**src/pkg/reset_cause_regs.vh**
```
`ifndef RESET_CAUSE_REGS_VH
`define RESET_CAUSE_REGS_VH
// ==========================================================
// Register byte addresses on the AXI4-Lite slave.
`define OFF_CAUSE        8'h00
`define OFF_CONFIG       8'h04
`define OFF_EVT_STATUS   8'h08
`define OFF_EVT_MASK     8'h0C
`define OFF_TIMEOUT_STAT 8'h10
`define OFF_WAKE_CTRL    8'h14
// ==========================================================
// Field positions of the reset-cause register.
`define BIT_BROWNOUT     0
`define BIT_POWERON      1
`define BIT_PARITY_ERR   2
`define BIT_PAR_ENABLE   7
// Field positions of the configuration register.
`define CFG_OSC_RC       0
`define CFG_TIMER_SEL    1
`define CFG_BOD_ENABLE   2
`define CFG_PAR_ENABLE   3
`define CFG_RESET        4'hF
// Event bits.
`define EVT_POR          0
`define EVT_BOR          1
`define EVT_PARITY       2
`define EVT_EXT          3
`define EVT_WDT          4
`define EVT_WAKE         5
`define EVT_WIDTH        6
// ==========================================================
// Timing.
`define POWERUP_TIMER_TIME_US     72000
`define CLK_MHZ          100
`define OST_PERIODS      1024
`define IRQ_VECTOR       13'h0004
`define AXI_OKAY         2'b00
`define AXI_DECERR       2'b11
`endif

```
**src/logic/parity_checker.v**
```verilog
`default_nettype none
// ==========================================================
// Parity check of one fetched program word.
module parity_checker #(
  parameter WIDTH = 14
) (
  input  wire             aclk,
  input  wire             aresetn,
  input  wire             check_enable,
  input  wire             fetch_valid,
  input  wire [WIDTH-1:0] fetch_word,
  input  wire             par_even,
  input  wire             par_odd,
  output reg              parity_fail_ff
);
  // Fold even and odd bit positions separately.
  function fold;
    input [WIDTH-1:0] w;
    input             start;
    integer           i;
    begin
      fold = 1'b0;
      for (i = 0; i < WIDTH; i = i + 1) begin
        if (i[0] == start)
          fold = fold ^ w[i];
      end
    end
  endfunction

  wire err_even;
  wire err_odd;
  assign err_even = par_even ^ fold(fetch_word, 1'b0);  // RULE_06
  assign err_odd  = ~par_odd ^ fold(fetch_word, 1'b1);  // RULE_07

  // Only a fetch while checking is on is judged, result one cycle later.
  always @(posedge aclk) begin
    if (!aresetn)
      parity_fail_ff <= 1'b0;
    else
      parity_fail_ff <= check_enable & fetch_valid & (err_even | err_odd);  // RULE_17
  end
endmodule
`default_nettype wire

```
**src/logic/timeout_timer.v**
```verilog
`default_nettype none
// ==========================================================
// Down counter for one start-up delay phase.
module timeout_timer #(
  parameter WIDTH = 24
) (
  input  wire             aclk,
  input  wire             aresetn,
  input  wire             start,
  input  wire [WIDTH-1:0] length,
  output wire             busy,
  output reg              done_ff
);
  reg [WIDTH-1:0] cnt_ff;
  assign busy = (cnt_ff != {WIDTH{1'b0}});

  // A start reloads, so a restart during a run is not lost.
  always @(posedge aclk) begin
    if (!aresetn) begin
      cnt_ff  <= {WIDTH{1'b0}};
      done_ff <= 1'b0;
    end else begin
      done_ff <= 1'b0;
      if (start)
        cnt_ff <= length;
      else if (busy) begin
        cnt_ff  <= cnt_ff - {{(WIDTH-1){1'b0}}, 1'b1};
        done_ff <= (cnt_ff == {{(WIDTH-1){1'b0}}, 1'b1});
      end
    end
  end
endmodule
`default_nettype wire

```
**src/logic/reset_cause_and_parity_check.v**
```verilog
`include "reset_cause_regs.vh"
`default_nettype none
// Notes on behaviour
// [RULE_01] Bit 0 brown-out flag, cleared by brown-out.
// [RULE_02] Brown-out flag meaningless when detection disabled.
// [RULE_03] Bit 1 power-on flag, cleared by power-on.
// [RULE_04] Bit 2 parity flag: parity clears, power-on sets.
// [RULE_05] Bit 7 mirrors parity enable, never reset.
// [RULE_06] Two parity bits over even/odd positions.
// [RULE_07] Even XOR, odd inverted XOR; nonzero errors.
// [RULE_08] Parity error resets and clears flag.
// [RULE_09] No failing address is recorded.
// [RULE_10] Config bit 7 one enables parity; here config register bit 3.
// [RULE_11] No-brown-out variant time-out table.
// [RULE_12] Brown-out variant time-out table.
// [RULE_13] Wake with global enable jumps to 0004h.
// [RULE_14] Base variant omits cause register, brown-out.
// [RULE_15] Power-up timer first, then oscillator timer.
// [RULE_16] Time-outs ignore external reset pin.
// [RULE_17] Check enabled fetches, reset the next cycle.
module reset_cause_and_parity_check #(
  parameter HAS_CAUSE_REG = 1,
  parameter HAS_BROWNOUT  = 1,
  parameter HAS_PARITY    = 1,
  parameter WORD_WIDTH    = 14,
  parameter CNT_WIDTH     = 24,
  parameter POWERUP_TIMER_CYCLES   = (`POWERUP_TIMER_TIME_US * `CLK_MHZ),
  parameter OST_CYCLES    = `OST_PERIODS
) (
  input  wire                  aclk,
  input  wire                  aresetn,
  input  wire                  poweron_pulse,
  input  wire                  brownout_pulse,
  input  wire                  external_reset_pin_n,
  input  wire                  watchdog_pulse,
  input  wire                  wake_pulse,
  input  wire                  global_irq_enable,
  input  wire [12:0]           next_pc,
  input  wire                  fetch_valid,
  input  wire [WORD_WIDTH-1:0] fetch_word,
  input  wire                  fetch_par_even,
  input  wire                  fetch_par_odd,
  output wire                  core_reset,
  output reg                   pc_load_ff,
  output reg  [12:0]           pc_value_ff,
  output wire                  irq,
  input  wire [7:0]            s_axi_awaddr,
  input  wire [2:0]            s_axi_awprot,
  input  wire                  s_axi_awvalid,
  output wire                  s_axi_awready,
  input  wire [31:0]           s_axi_wdata,
  input  wire [3:0]            s_axi_wstrb,
  input  wire                  s_axi_wvalid,
  output wire                  s_axi_wready,
  output reg  [1:0]            s_axi_bresp,
  output reg                   s_axi_bvalid,
  input  wire                  s_axi_bready,
  input  wire [7:0]            s_axi_araddr,
  input  wire [2:0]            s_axi_arprot,
  input  wire                  s_axi_arvalid,
  output wire                  s_axi_arready,
  output reg  [31:0]           s_axi_rdata,
  output reg  [1:0]            s_axi_rresp,
  output reg                   s_axi_rvalid,
  input  wire                  s_axi_rready
);
  // ==========================================================
  // Pin synchronisers. Stage one feeds only stage two.
  reg [4:0] sync1_ff;
  reg [4:0] sync2_ff;
  always @(posedge aclk) begin
    if (!aresetn) begin
      sync1_ff <= 5'h1_0;
      sync2_ff <= 5'h1_0;
    end else begin
      sync1_ff <= {external_reset_pin_n, wake_pulse, watchdog_pulse, brownout_pulse, poweron_pulse};
      sync2_ff <= sync1_ff;
    end
  end
  wire por_lvl  = sync2_ff[0];
  wire bor_lvl  = sync2_ff[1] & (HAS_BROWNOUT != 0);  // RULE_14
  wire wdt_lvl  = sync2_ff[2];
  wire wake_lvl = sync2_ff[3];
  wire ext_n    = sync2_ff[4];

  // Edge detect on the synchronised levels turns them into events.
  reg [4:0] prev_ff;
  always @(posedge aclk) begin
    if (!aresetn)
      prev_ff <= 5'h1_0;
    else
      prev_ff <= {ext_n, wake_lvl, wdt_lvl, bor_lvl, por_lvl};
  end
  wire por_evt  = por_lvl & ~prev_ff[0];
  wire bor_evt  = bor_lvl & ~prev_ff[1];
  wire wdt_evt  = wdt_lvl & ~prev_ff[2];
  wire wake_evt = wake_lvl & ~prev_ff[3];
  wire ext_evt  = ~ext_n & prev_ff[4];

  // ==========================================================
  // Configuration register: stands in for the fuse word.
  reg [3:0] cfg_ff;
  wire osc_rc      = cfg_ff[`CFG_OSC_RC];
  wire timer_sel   = cfg_ff[`CFG_TIMER_SEL];
  wire bod_enable  = cfg_ff[`CFG_BOD_ENABLE] & (HAS_BROWNOUT != 0);
  wire par_enable  = cfg_ff[`CFG_PAR_ENABLE] & (HAS_PARITY != 0);  // RULE_10

  // ==========================================================
  // Parity check of fetched words.
  wire parity_fail;
  parity_checker #(
    .WIDTH (WORD_WIDTH)
  ) u_parity (
    .aclk           (aclk),
    .aresetn        (aresetn),
    .check_enable   (par_enable),
    .fetch_valid    (fetch_valid),
    .fetch_word     (fetch_word),
    .par_even       (fetch_par_even),
    .par_odd        (fetch_par_odd),
    .parity_fail_ff (parity_fail)
  );
  wire bor_reset = bor_evt & bod_enable;

  // ==========================================================
  // Start-up sequencer. One-hot states.
  localparam ST_RUN  = 4'b0001;
  localparam ST_POWERUP_TIMER = 4'b0010;
  localparam ST_OST  = 4'b0100;
  localparam ST_HOLD = 4'b1000;
  reg [3:0] state_ff;
  reg [3:0] nxt_state;
  reg       tmr_start;
  reg [CNT_WIDTH-1:0] tmr_len;
  wire tmr_busy;
  wire tmr_done;
  timeout_timer #(
    .WIDTH (CNT_WIDTH)
  ) u_timer (
    .aclk    (aclk),
    .aresetn (aresetn),
    .start   (tmr_start),
    .length  (tmr_len),
    .busy    (tmr_busy),
    .done_ff (tmr_done)
  );
  wire powerup_timer_on = (HAS_BROWNOUT != 0) ? ~timer_sel : timer_sel;  // RULE_11 RULE_12
  localparam [CNT_WIDTH-1:0] POWERUP_TIMER_LEN = POWERUP_TIMER_CYCLES[CNT_WIDTH-1:0];
  localparam [CNT_WIDTH-1:0] OST_LEN  = OST_CYCLES[CNT_WIDTH-1:0];

  // Power-on and brown-out restart the timers from any state, so the first
  // power-on after a bus reset leaves the idle power-up state; wake runs only
  // the oscillator timer.
  always @* begin
    nxt_state = state_ff;
    tmr_start = 1'b0;
    tmr_len   = POWERUP_TIMER_LEN;
    case (state_ff)
      ST_RUN: begin
        if (wake_evt && !osc_rc) begin  // RULE_11 RULE_12
          nxt_state = ST_OST;
          tmr_start = 1'b1;
          tmr_len   = OST_LEN;
        end else if (parity_fail || wdt_evt || ext_evt) begin  // RULE_08
          nxt_state = ST_HOLD;
        end
      end
      ST_POWERUP_TIMER: begin
        if (tmr_done) begin
          if (osc_rc) begin
            nxt_state = ST_HOLD;
          end else begin
            nxt_state = ST_OST;  // RULE_15
            tmr_start = 1'b1;
            tmr_len   = OST_LEN;
          end
        end
      end
      ST_OST: begin
        if (tmr_done)
          nxt_state = ST_HOLD;
      end
      ST_HOLD: begin
        if (ext_n)
          nxt_state = ST_RUN;  // RULE_16
      end
      default: nxt_state = ST_HOLD;
    endcase
    if (por_evt || bor_reset) begin
      tmr_start = 1'b1;
      if (powerup_timer_on || osc_rc || bor_reset) begin  // RULE_12
        nxt_state = ST_POWERUP_TIMER;
        tmr_len   = POWERUP_TIMER_LEN;
      end else begin
        nxt_state = ST_OST;
        tmr_len   = OST_LEN;
      end
    end
  end

  always @(posedge aclk) begin
    if (!aresetn)
      state_ff <= ST_POWERUP_TIMER;
    else
      state_ff <= nxt_state;
  end
  // Timers run regardless of the pin; only the hold waits on it.
  assign core_reset = ~state_ff[0] | ~ext_n;  // RULE_16

  // Wake with interrupts enabled vectors; otherwise fall through.
  always @(posedge aclk) begin
    if (!aresetn) begin
      pc_load_ff  <= 1'b0;
      pc_value_ff <= 13'h0_000;
    end else begin
      pc_load_ff  <= wake_evt;
      pc_value_ff <= global_irq_enable ? `IRQ_VECTOR : next_pc;  // RULE_13
    end
  end

  // ==========================================================
  // AXI4-Lite slave. Address and data taken in either order.
  reg        aw_ok_ff;
  reg [7:0]  aw_addr_ff;
  reg        w_ok_ff;
  reg [31:0] w_data_ff;
  reg [3:0]  w_strb_ff;
  assign s_axi_awready = ~aw_ok_ff & ~s_axi_bvalid;
  assign s_axi_wready  = ~w_ok_ff & ~s_axi_bvalid;
  assign s_axi_arready = ~s_axi_rvalid;
  wire   wr_go = aw_ok_ff & w_ok_ff;
  wire   wr_low = wr_go & w_strb_ff[0];

  reg [7:0] cause_ff;
  reg [`EVT_WIDTH-1:0] evt_ff;
  reg [`EVT_WIDTH-1:0] mask_ff;
  wire [`EVT_WIDTH-1:0] evt_new = {wake_evt, wdt_evt, ext_evt, parity_fail, bor_reset, por_evt};
  wire [7:0] cause_view = (HAS_CAUSE_REG != 0) ?
    {par_enable, 4'h0, (HAS_PARITY != 0) & cause_ff[2], cause_ff[1], (HAS_BROWNOUT != 0) & cause_ff[0]} :
    8'h0_0;  // RULE_05 RULE_14

  // Register map decode.
  function [31:0] reg_read;
    input [7:0] a;
    begin
      case (a)
        `OFF_CAUSE:        reg_read = {24'h00_0000, cause_view};
        `OFF_CONFIG:       reg_read = {28'h000_0000, cfg_ff};
        `OFF_EVT_STATUS:   reg_read = {26'h000_0000, evt_ff};
        `OFF_EVT_MASK:     reg_read = {26'h000_0000, mask_ff};
        `OFF_TIMEOUT_STAT: reg_read = {28'h000_0000, state_ff};
        default:           reg_read = 32'h0000_0000;
      endcase
    end
  endfunction
  function mapped;
    input [7:0] a;
    begin
      mapped = (a == `OFF_CAUSE) || (a == `OFF_CONFIG) || (a == `OFF_EVT_STATUS) ||
               (a == `OFF_EVT_MASK) || (a == `OFF_TIMEOUT_STAT);
    end
  endfunction

  // Write channel bookkeeping and response.
  always @(posedge aclk) begin
    if (!aresetn) begin
      aw_ok_ff     <= 1'b0;
      w_ok_ff      <= 1'b0;
      aw_addr_ff   <= 8'h0_0;
      w_data_ff    <= 32'h0000_0000;
      w_strb_ff    <= 4'h0;
      s_axi_bvalid <= 1'b0;
      s_axi_bresp  <= `AXI_OKAY;
    end else begin
      if (s_axi_awvalid && s_axi_awready) begin
        aw_ok_ff   <= 1'b1;
        aw_addr_ff <= s_axi_awaddr;
      end
      if (s_axi_wvalid && s_axi_wready) begin
        w_ok_ff   <= 1'b1;
        w_data_ff <= s_axi_wdata;
        w_strb_ff <= s_axi_wstrb;
      end
      if (wr_go) begin
        aw_ok_ff     <= 1'b0;
        w_ok_ff      <= 1'b0;
        s_axi_bvalid <= 1'b1;
        s_axi_bresp  <= mapped(aw_addr_ff) ? `AXI_OKAY : `AXI_DECERR;
      end else if (s_axi_bready) begin
        s_axi_bvalid <= 1'b0;
      end
    end
  end

  // Read channel: one cycle after the address is taken.
  always @(posedge aclk) begin
    if (!aresetn) begin
      s_axi_rvalid <= 1'b0;
      s_axi_rdata  <= 32'h0000_0000;
      s_axi_rresp  <= `AXI_OKAY;
    end else if (s_axi_arvalid && s_axi_arready) begin
      s_axi_rvalid <= 1'b1;
      s_axi_rdata  <= reg_read(s_axi_araddr);
      s_axi_rresp  <= mapped(s_axi_araddr) ? `AXI_OKAY : `AXI_DECERR;
    end else if (s_axi_rready) begin
      s_axi_rvalid <= 1'b0;
    end
  end

  // ==========================================================
  // Cause flags. Hardware clears win over a software set.
  // The brown-out bit is left as written when detection is off.
  // Nothing stores the failing fetch address.
  always @(posedge aclk) begin
    if (!aresetn) begin
      cause_ff <= 8'h0_6;
      cfg_ff   <= `CFG_RESET;
    end else begin
      if (wr_low && aw_addr_ff == `OFF_CAUSE)
        cause_ff[2:0] <= cause_ff[2:0] | w_data_ff[2:0];
      if (wr_low && aw_addr_ff == `OFF_CONFIG)
        cfg_ff <= w_data_ff[3:0];
      if (bor_reset)
        cause_ff[`BIT_BROWNOUT] <= 1'b0;  // RULE_01 RULE_02
      if (por_evt) begin
        cause_ff[`BIT_POWERON]    <= 1'b0;  // RULE_03
        cause_ff[`BIT_PARITY_ERR] <= 1'b1;  // RULE_04
      end
      if (parity_fail)
        cause_ff[`BIT_PARITY_ERR] <= 1'b0;  // RULE_08 RULE_09
    end
  end

  // ==========================================================
  // Event status, write one to clear; a new event wins.
  always @(posedge aclk) begin
    if (!aresetn) begin
      evt_ff  <= {`EVT_WIDTH{1'b0}};
      mask_ff <= {`EVT_WIDTH{1'b0}};
    end else begin
      if (wr_low && aw_addr_ff == `OFF_EVT_MASK)
        mask_ff <= w_data_ff[`EVT_WIDTH-1:0];
      if (wr_low && aw_addr_ff == `OFF_EVT_STATUS)
        evt_ff <= (evt_ff & ~w_data_ff[`EVT_WIDTH-1:0]) | evt_new;
      else
        evt_ff <= evt_ff | evt_new;
    end
  end
  assign irq = |(evt_ff & mask_ff);

endmodule
`default_nettype wire

```
**config.mk**
```make
export PLATFORM = sky130hd
export DESIGN_NAME = reset_cause_and_parity_check
export DESIGN_NICKNAME = d
export VERILOG_FILES = /design/src/logic/parity_checker.v /design/src/logic/timeout_timer.v /design/src/logic/reset_cause_and_parity_check.v
export VERILOG_INCLUDE_DIRS = /design/src /design/src/pkg
export SDC_FILE = /design/constraint.sdc
export NUM_CORES = 1
export LEC_CHECK = 0
export BUFFER_PORTS_ARGS = -buffer_cell sky130_fd_sc_hd__buf_2
export CAP_MARGIN = 20
export CORE_MARGIN = 5
export CORE_UTILIZATION = 45
export CTS_CLUSTER_DIAMETER = 40
export DETAILED_ROUTE_END_ITERATION = 10
export PLACE_DENSITY_LB_ADDON = 0.3
export SETUP_SLACK_MARGIN = 0.4
export SLEW_MARGIN = 15
export SYNTH_ARGS = -nofsm -noshare
export SYNTH_HDL_FRONTEND = slang
export SYNTH_SLANG_ARGS = --single-unit
```
**constraint.sdc**
```tcl
create_clock -name aclk -period 6.2 [get_ports aclk]
set_input_delay 0 -clock aclk [delete_from_list [all_inputs] [get_ports aclk]]
set_output_delay 0 -clock aclk [all_outputs]
set_load 0.02 [all_outputs]
```
# --- Word level (Yosys, flattened, before mapping) ---
# Index checks and enable logic that the tools add are counted.
totals:
  ff_bits: 133
  output_inout_bits: 57
  elab_cells: 162
op_classes:
  n_addsub: 1
  n_eq_ne: 17
  mux: 34
  n_bitwise: 48
  n_reduce_logical: 36
ops:
  columns: ["op", "count"]
  rows:
  - ["two-way mux 23 bit", 4]
  - ["two-way mux 24 bit", 3]
  - ["case mux 23 bit (2 select lines)", 1]
  - ["case mux 8 bit (5 select lines)", 1]
  - ["equality test 8 x 4 -> 1 bit, second input constant", 4]
  - ["two-way mux 4 bit", 7]
  - ["equality test 24 x 1 -> 1 bit, second input constant", 1]
  - ["nonzero test 24 bit", 1]
  - ["subtractor 24 x 1 -> 24 bit, second input constant", 1]
  - ["equality test 8 x 3 -> 1 bit, second input constant", 2]
  - ["equality test 8 x 5 -> 1 bit, second input constant", 2]
  - ["logical NOT 8 bit", 2]
  - ["case mux 4 bit (4 select lines)", 1]
  - ["inverter 1 bit", 14]
  - ["XOR 1 bit", 14]
  - ["logical OR 1 bit", 13]
  - ["bitwise AND 1 bit", 12]
  - ["bitwise AND 6 bit", 2]
  - ["bitwise OR 6 bit", 2]
  - ["two-way mux 1 bit", 9]
  - ["two-way mux 3 bit", 3]
  - ["logical AND 1 bit", 8]
  - ["nonzero test 2 bit", 4]
  - ["two-way mux 2 bit", 3]
  - ["other kinds (18)", 22]

# --- Logic depth before layout (Yosys ltp) ---
# Gate-level depths: netlist of run 1.
depth:
  depth_word: 9
  mapped_depth: 7
  mapped_depth_nobuf: 7

# --- Hierarchy ---
# From an unflattened synthesis of run 1, not the netlist that was laid out.
hier_totals:
  hier_cells: 563
  hier_area_um2: 4899.7
modules_own_cells:
  columns: ["mod", "n_inst", "cells_each", "area_per_inst_um2", "seq_area_each_um2"]
  rows:
  - ["reset_cause_and_parity_check", 1, 371, 3318.2, 1601.5]
  - ["timeout_timer", 1, 175, 1428.9, 500.5]
  - ["parity_checker", 1, 17, 152.6, 20.0]

# --- Worst setup path after synthesis of run 1 ---
# Ideal clock, no wire load.
synth_timing:
  kind: "register -> register"
  startpoint: "register u_timer.cnt_ff[2]"
  endpoint: "register u_timer.cnt_ff[1]"
  setup_ns: 0.065
  t_arrival_ns: 1.952
  path_slack_ns: 4.183
  stages_incl_launch_ff: 8
  path_buffers: 2
  path_cell_list: "dfxtp_1 -> nor4_4 -> and4b_1 -> buf_2 -> and4b_1 -> buf_2 -> mux2_1 -> nor2_1"
synth_via:
  elab_chain_len: 2
synth_lines:
  columns: ["element", "line_no", "text"]
  rows:
  - ["start, declared", "timeout_timer.v:14", "reg [WIDTH-1:0] cnt_ff;"]
  - ["start signal, assigned", "timeout_timer.v:20", "cnt_ff <= {WIDTH{1'b0}};"]
  - ["start signal, assigned", "timeout_timer.v:25", "cnt_ff <= length;"]
  - ["start signal, assigned", "timeout_timer.v:27", "cnt_ff <= cnt_ff - {{(WIDTH-1){1'b0}}, 1'b1};"]
  - ["nonzero test 24 bit", "timeout_timer.v:15", "assign busy = (cnt_ff != {WIDTH{1'b0}});"]
  - ["nonzero test 2 bit (no source line)", null, null]
# No other way between the ends.
# A chain may end at the register's enable or synchronous reset.

# --- Worst setup path in the final report of run 1 ---
# Ends and elaborated chain as after synthesis.

==> results of run 1 <==
[flip-flops by register name, indices dropped and copies added (netlist names), 3 cells and up]
register        count
aw_addr_ff          8
s_axi_rdata         7
evt_ff              6
prev_ff             5
sync2_ff            5
sync1_ff            5
w_data_ff           6
mask_ff             6
cause_ff            3
u_timer.cnt_ff     24
cfg_ff              4
pc_value_ff        13
state_ff            4
[how the worst max path moves through the flow]
stage,from,to
2_1_floorplan,u_timer.cnt_ff[2]$_SDFFE_PN0P_,u_timer.cnt_ff[1]$_SDFFE_PN0P_
3_3_place_gp,u_timer.cnt_ff[2]$_SDFFE_PN0P_,u_timer.cnt_ff[1]$_SDFFE_PN0P_
3_5_place_dp,u_timer.cnt_ff[2]$_SDFFE_PN0P_,u_timer.cnt_ff[1]$_SDFFE_PN0P_
4_1_cts,u_timer.cnt_ff[2]$_SDFFE_PN0P_,u_timer.cnt_ff[1]$_SDFFE_PN0P_
5_1_grt,u_timer.cnt_ff[2]$_SDFFE_PN0P_,u_timer.cnt_ff[1]$_SDFFE_PN0P_
6_report,u_timer.cnt_ff[2]$_SDFFE_PN0P_,u_timer.cnt_ff[1]$_SDFFE_PN0P_
[per-layer routing]
layer  track usage  routed length (um)
met1        0.2230                4943
met2        0.2705                5035
met3       0.04138                 793
met4       0.04247                  90
met5             0                   0
[power groups by stage]
stage          clock network (mW)  logic [mW]  registers, mW
2_1_floorplan                   0       0.342          0.816
3_3_place_gp                    0       0.410          0.821
3_5_place_dp                    0       0.421          0.823
4_1_cts                     0.446       0.442          0.808
5_1_grt                     0.475       0.494          0.819
6_report                    0.432       0.445          0.809
[cell families (layout without fill, tap and decap cells)]
kind of cell | after synthesis | in the layout | share of synthesized area
buf+inv | 50 | 158 | 0.06085
other cells | 1 | 25 | 0.0007761
flops | 106 | 106 | 0.4392
fa+ha+maj | 3 | 3 | 0.007769
xor+xnor | 24 | 24 | 0.04350
mux | 27 | 27 | 0.05671
simple gates | 203 | 203 | 0.2579
compound gates | 99 | 99 | 0.1334
[stage by stage]
stage | instances | hold slack [ps] | setup WS (ps)
final | 781 | 24.94 | 3752
after global routing | 781 | 40.54 | 3573
after CTS | 780 | 59.11 | 3762
after detailed placement | 726 | 198.0 | 3793
after global placement | 726 | 197.7 | 3819
after floorplan | 537 | 101.5 | 4183
[repair_timing]
action	CTS	global route
hold endpoints to repair	37	0
gates resized for setup	0	0
buffers inserted	0	0
hold buffers	39	0
[placed cells by master, fill, tap and decap left out, types with 15 or more instances in the layout]
master,Yosys,final
a21oi_1,20,20
and2_1,26,26
buf_2,4,97
conb_1,1,25
dfxtp_1,106,106
dlygate4sd3_1,0,39
mux2i_1,24,24
nand2_1,40,40
nor2_1,20,20
nor2b_1,25,25
o21ai_0,15,15
xnor2_1,20,20
[worst max-delay path, cell delays in order, from the launching register on]
cell,delay (ps)
dfxtp_1,370
nor4_4,560
and4b_1,530
and4b_1,490
mux2_1,360
nor2_1,80
[area by class of cell]
type / instances / share of cell area
multi-input cells: 381 / 0.4230
clock inverters: 2 / 0.005913
clock buffers: 13 / 0.02851
repair buffers: 138 / 0.1525
flip-flops and latches: 106 / 0.3582
well taps: 136 / 0.02872
inverters: 5 / 0.003168
==> results.md, run 1 <==
- DP HPWL: 7593 um
- Vias in the first global route: 3725
- Hold path start: aresetn
- ANT nets after route: 0
- Distinct cells, synth: 63
- CTS sink count: 106
- Fillers: 897
- Syn Area/Cell: 9.419 um2
- Dominant cell type by area after synthesis: dfxtp_1
- Flop pwr share: 0.480
- Crit path DAT: 2750 ps
- DRT Wirelength: 10860 um
- Max-slew headroom at the worst pin: 0.5505
- YS warnings: 0
- Net Sw Frac: 0.3078
- Net Sw Power: 519.1 uW
- Worst-Margin Slew: 674.2 ps
- EDFF count, synth: 0
- Final Wtd Congestion: 0.8093
- VDD IR-drop max: 152.7 uV
- Critical path endpoint category: flip-flop
- Bufs on Longest Clock Path: 2
- Initial antenna violation count: 0
- Worst flop-to-flop path startpoint: u_timer.cnt_ff[2]$_SDFFE_PN0P_
- Synth top cells by count: dfxtp_1 (106), nand2_1 (40), buf_4 (27), and2_1 (26), nor2b_1 (25)
- Worst r2r dst: u_timer.cnt_ff[1]$_SDFFE_PN0P_
- Routed vias: 3962
- DR iter-0 viols: 281
- GR Overflow Total: 0
- I/O Buffers: 97
- R2R setup slack: 3750 ps
- Avg WL per Cell: 13.91 um
- Pwr Total: 1.687 mW
- Crit path time final: 2448 ps
- GRT Overall Usage: 0.1668
- H-tree levels: 3
- Final period util: 0.3949
- Worst setup SP type: flip-flop
- Design Area, Final: 0.005924 mm2
- Synth area leaders: dfxtp_1 (44%), mux2i_1 (5.0%), buf_4 (4.2%)
- Hold Vio Cnt, Final: 0
- Final Skew: 11.91 ps
- Area post-placement: 0.005310 mm2
- P per Cell Area: 284.7 mW/mm2
- Fin. max-slew vios: 0
- Max cap viols: 0
- Clock-pin slew on the worst setup and hold paths: 90 ps
- Syn Inst Count: 513
- Die Area: 0.01291 mm2
- Worst skew pair latency: 370 ps
- Combinational power share: 0.264
- Util after Layout: 0.5688
- Die Span Y: 113.6 um
- Vias per Instance: 5.073
- Footprint of the multi-input gates: 0.002506 mm2
- Number of detailed-route iterations in the first pass: 4
- Area share of the largest cell type after synthesis: 0.4392
- Pin count of the biggest net entering global routing: 74
- Die Wd: 113.6 um
- Crit path max fanout: 10
- P&R area growth vs syn: 22.60%
- Site row count: 37
- Min-delay worst type: primary input to flip-flop
- Post-synthesis sequential area ratio: 0.4392
- Clock root buffer: clkbuf_8
- Worst Path Required: 6510 ps
- Peak Freq: 0.4085 GHz
- Lkg Pwr: 2.480 nW
- Hold Path Stages: 2
- DR DRC count: 0
- Cell area after synthesis: 0.004832 mm2
- Register area: 0.002122 mm2
- Initial Util: 0.4639
- Most common cell in the netlist: dfxtp_1
- Setup TNS: 0 ps
- Share of cells above drive strength 1: 0.2031
- Core area: 0.01042 mm2
- Top_reg_cell synth: dfxtp_1
- Final nets: 745
- Worst-case reg-to-reg path depth: 5
- Sink of the worst hold path: cfg_ff[2]$_SDFFE_PN1P_
- Ports: 158
- Int Pwr: 1.167 mW
- Async SR Flop Fraction: 0
- Outcome: completed
- Total CTS buffers: 9
- First-pass GRT wire length: 17770 um
- Clock power share: 0.256
- Setup CP Type: flip-flop to flip-flop
- TritonCTS clock tree: built
- RSZ-0062 raised after global routing: no
- Synth Register Bits: 106
- Final Setup Violations: 0
- Ant diodes: 0
No activity file was read; power rests on OpenSTA's default activity.
==> inputs of run 2 (changes only) <==
==> constraint.sdc (replaced) <==
create_clock -name aclk -period 2.51 [get_ports aclk]
set_input_delay 0 -clock aclk [delete_from_list [all_inputs] [get_ports aclk]]
set_output_delay 0 -clock aclk [all_outputs]
set_load 0.02 [all_outputs]
==> run 2 against run 1 <==
  * Utilization increased by 1.8 points
  * Sequential power increased by 150%
  * Register-to-register slack got worse by 3400 ps
  * Cell area increased by 3.1%
==> results.md, run 2 (same netlist as run 1, synthesis figures left out) <==
- Outcome: completed
- H-tree levels: 3 (unchanged)
- Most common cell after layout, fill and taps aside: dfxtp_1
- Worst-Margin Slew: 744.2 ps (+69.92 ps)
- Critical Path Max Stage Delay: 460 ps (-100 ps)
- Routed vias: 4060 (+2.5%)
- P&R area growth vs syn: 26.39%
- Setup TNS: 0 ps (unchanged)
- CP max-delay cell: or3b_1
- Ports: 158 (unchanged)
- Setup CP Type: flip-flop to flip-flop
- Clock-pin slew on the worst setup and hold paths: 100 ps (about the same)
- Number of detailed-route iterations in the first pass: 4 (unchanged)
- Final nets: 756 (+1.5%)
- Worst-case reg-to-reg path depth: 6 (+1)
- Final Wtd Congestion: 0.8232 (+1.7%)
- Critical Path Source: state_ff[2]$_SDFFE_PN0P_
- Post-place setup slack: 305.6 ps (-3487 ps)
- Lkg Pwr: 2.552 nW (+2.9%)
- Crit path time final: 2125 ps (-323.6 ps)
- Avg WL per Cell: 14.02 um (+0.80%)
- CP Cell Sequence: or3b_1, nor4b_4, nor4_4, clkdlybuf4s15_2, or3_1, a21oi_1
- Min-delay worst type: primary input to flip-flop
- Die Span Y: 113.6 um (unchanged)
- Pwr Total: 4.462 mW (+160%)
- Worst r2r dst: u_timer.cnt_ff[4]$_SDFFE_PN0P_
- GRT Overall Usage: 0.1745 (+0.007690)
- VDD IR-drop max: 467.8 uV (+210%)
- Vias per Instance: 5.120 (+0.92%)
- Initial antenna violation count: 0 (unchanged)
- DRT Wirelength: 11120 um (+2.3%)
- Final setup margin: 385.3 ps (-3366 ps)
- Crit path DAT: 2420 ps (-330 ps)
- Worst skew pair latency: 370 ps (about the same)
- I/O Buffers: 97 (unchanged)
- Final Setup Violations: 0 (unchanged)
- Sink of the worst hold path: s_axi_rdata[2]$_SDFFE_PN0P_
- ANT nets after route: 0 (unchanged)
- Pin count of the biggest net entering global routing: 48 (-35%)
- Hold Vio Cnt, Final: 0 (unchanged)
- Total CTS buffers: 9 (unchanged)
- Share of cells above drive strength 1: 0.2374 (+0.03434)
- Max cap viols: 0 (unchanged)
- Worst setup SP type: flip-flop
- DR iter-0 viols: 218 (-22%)
- Worst flop-to-flop path startpoint: state_ff[2]$_SDFFE_PN0P_
- GR Overflow Total: 0 (unchanged)
- First-pass GRT wire length: 18640 um (+4.9%)
- Hold Slack: 75.97 ps (+51.03 ps)
- P per Cell Area: 730.7 mW/mm2 (+160%)
- Ant diodes: 0 (unchanged)
- CTS sink count: 106 (unchanged)
- RSZ-0062 raised after global routing: yes
- Final period util: 0.8465 (+0.4516)
- DR DRC count: 0 (unchanged)
- Peak Freq: 0.4707 GHz (+15%)
- Hold path start: s_axi_araddr[6]
- TritonCTS clock tree: built
- Vias in the first global route: 4020 (+7.9%)
- Critical path endpoint category: flip-flop
- Crit path max fanout: 8 (-2)
- Final Skew: 12.06 ps (+0.1470 ps)
- Largest reg by FF count: u_timer.cnt_ff
- Site row count: 37 (unchanged)
- Max FFs per register: 24 (unchanged)
- Die Wd: 113.6 um (unchanged)
- Hold Path Stages: 5 (+3)
- Core area: 0.01042 mm2 (unchanged)
- Clock root buffer: clkbuf_8
- DP Cell Count: 730 (+0.55%)
- Max-slew headroom at the worst pin: 0.5039 (-0.04662)
- Bufs on Longest Clock Path: 2 (unchanged)
- Most frequent cells in the layout: dfxtp_1 (104), buf_2 (97), nand2_1 (39), dlygate4sd3_1 (39), and2_1 (26)
- DP HPWL: 7869 um (+3.6%)
- Initial Util: 0.4639 (unchanged)
- R2R setup slack: 390 ps (-3370 ps)
- Worst Path Required: 2810 ps (-3700 ps)
- Largest registers: u_timer.cnt_ff x24, pc_value_ff x13, aw_addr_ff x8
- Fin. max-slew vios: 0 (unchanged)
- Finished Layout Cells: 793 (+1.5%)
- Die Area: 0.01291 mm2 (unchanged)
## run 2: cell count changes in the layout (fill, tap and decap cells not counted), moves of 2 or more
| cell | delta |
|---|---|
| or4_1 | -2 |
| bufinv_16 | +2 |
| clkbuf_8 | -3 |
| buf_4 | +11 |
| dfxtp_2 | +2 |
| dfxtp_1 | -2 |
| or4_4 | +2 |
| nor4b_1 | -2 |
| nor4b_2 | +2 |
## run 2: worst max path at each step
stage	endpoint	slack, ps
6_report	u_timer.cnt_ff[4]$_SDFFE_PN0P_	390
5_1_grt	u_timer.cnt_ff[4]$_SDFFE_PN0P_	290
4_1_cts	u_timer.cnt_ff[11]$_SDFFE_PN0P_	410
3_5_place_dp	evt_ff[5]$_SDFF_PN0_	310
3_3_place_gp	evt_ff[5]$_SDFF_PN0_	340
2_1_floorplan	u_timer.cnt_ff[1]$_SDFFE_PN0P_	490
## run 2: power breakdown
part,leakage [nW],internal (mW),switching (mW)
Sequential,0.870,1.84,0.173
Clock,0.114,0.662,0.551
Combinational,1.57,0.612,0.628
## run 2: layout make-up
class | count | area, um2
inverters | 5 | 18.77
repair buffers | 149 | 977.2
well taps | 136 | 170.2
clock inverters | 5 | 102.6
clock buffers | 11 | 131.4
fillers | 891 | 4309
multi-input cells | 381 | 2582
flip-flops and latches | 106 | 2125
## run 2: critical path: cells and delay by family (launching register included)
family / cells / cell delay [ps]
buffers and inverters: 1 / 240
flip-flops: 1 / 400
AND/OR/NAND/NOR: 4 / 1260
AO/OA/AOI/OAI: 1 / 150
## run 2: per-layer routing
layer / GRT usage / part of all wire / up-vias
met4: 0.05048 / 0.011 / 0
met2: 0.2858 / 0.46 / 119
met3: 0.04668 / 0.061 / 12
li1: - / - / 2031
met1: 0.2261 / 0.47 / 1898
met5: 0 / 0 / -
## run 2: per-stage QoR
stage	util	instance area, um2
4_1_cts	0.5784	6025
5_1_grt	0.5863	6107
3_3_place_gp	0.5127	5340
2_1_floorplan	-	4922
3_5_place_dp	0.5127	5340
6_report	0.5863	6107
## run 2: repair_timing
item / in CTS / in global routing
hold endpoints to repair: 37 / 0
gates cloned: 0 / 1
pin swaps: 2 / 5
hold buffers: 39 / 0
setup endpoints to repair: 27 / 34
gates resized for setup: 5 / 11
setup buffers: 5 / 2
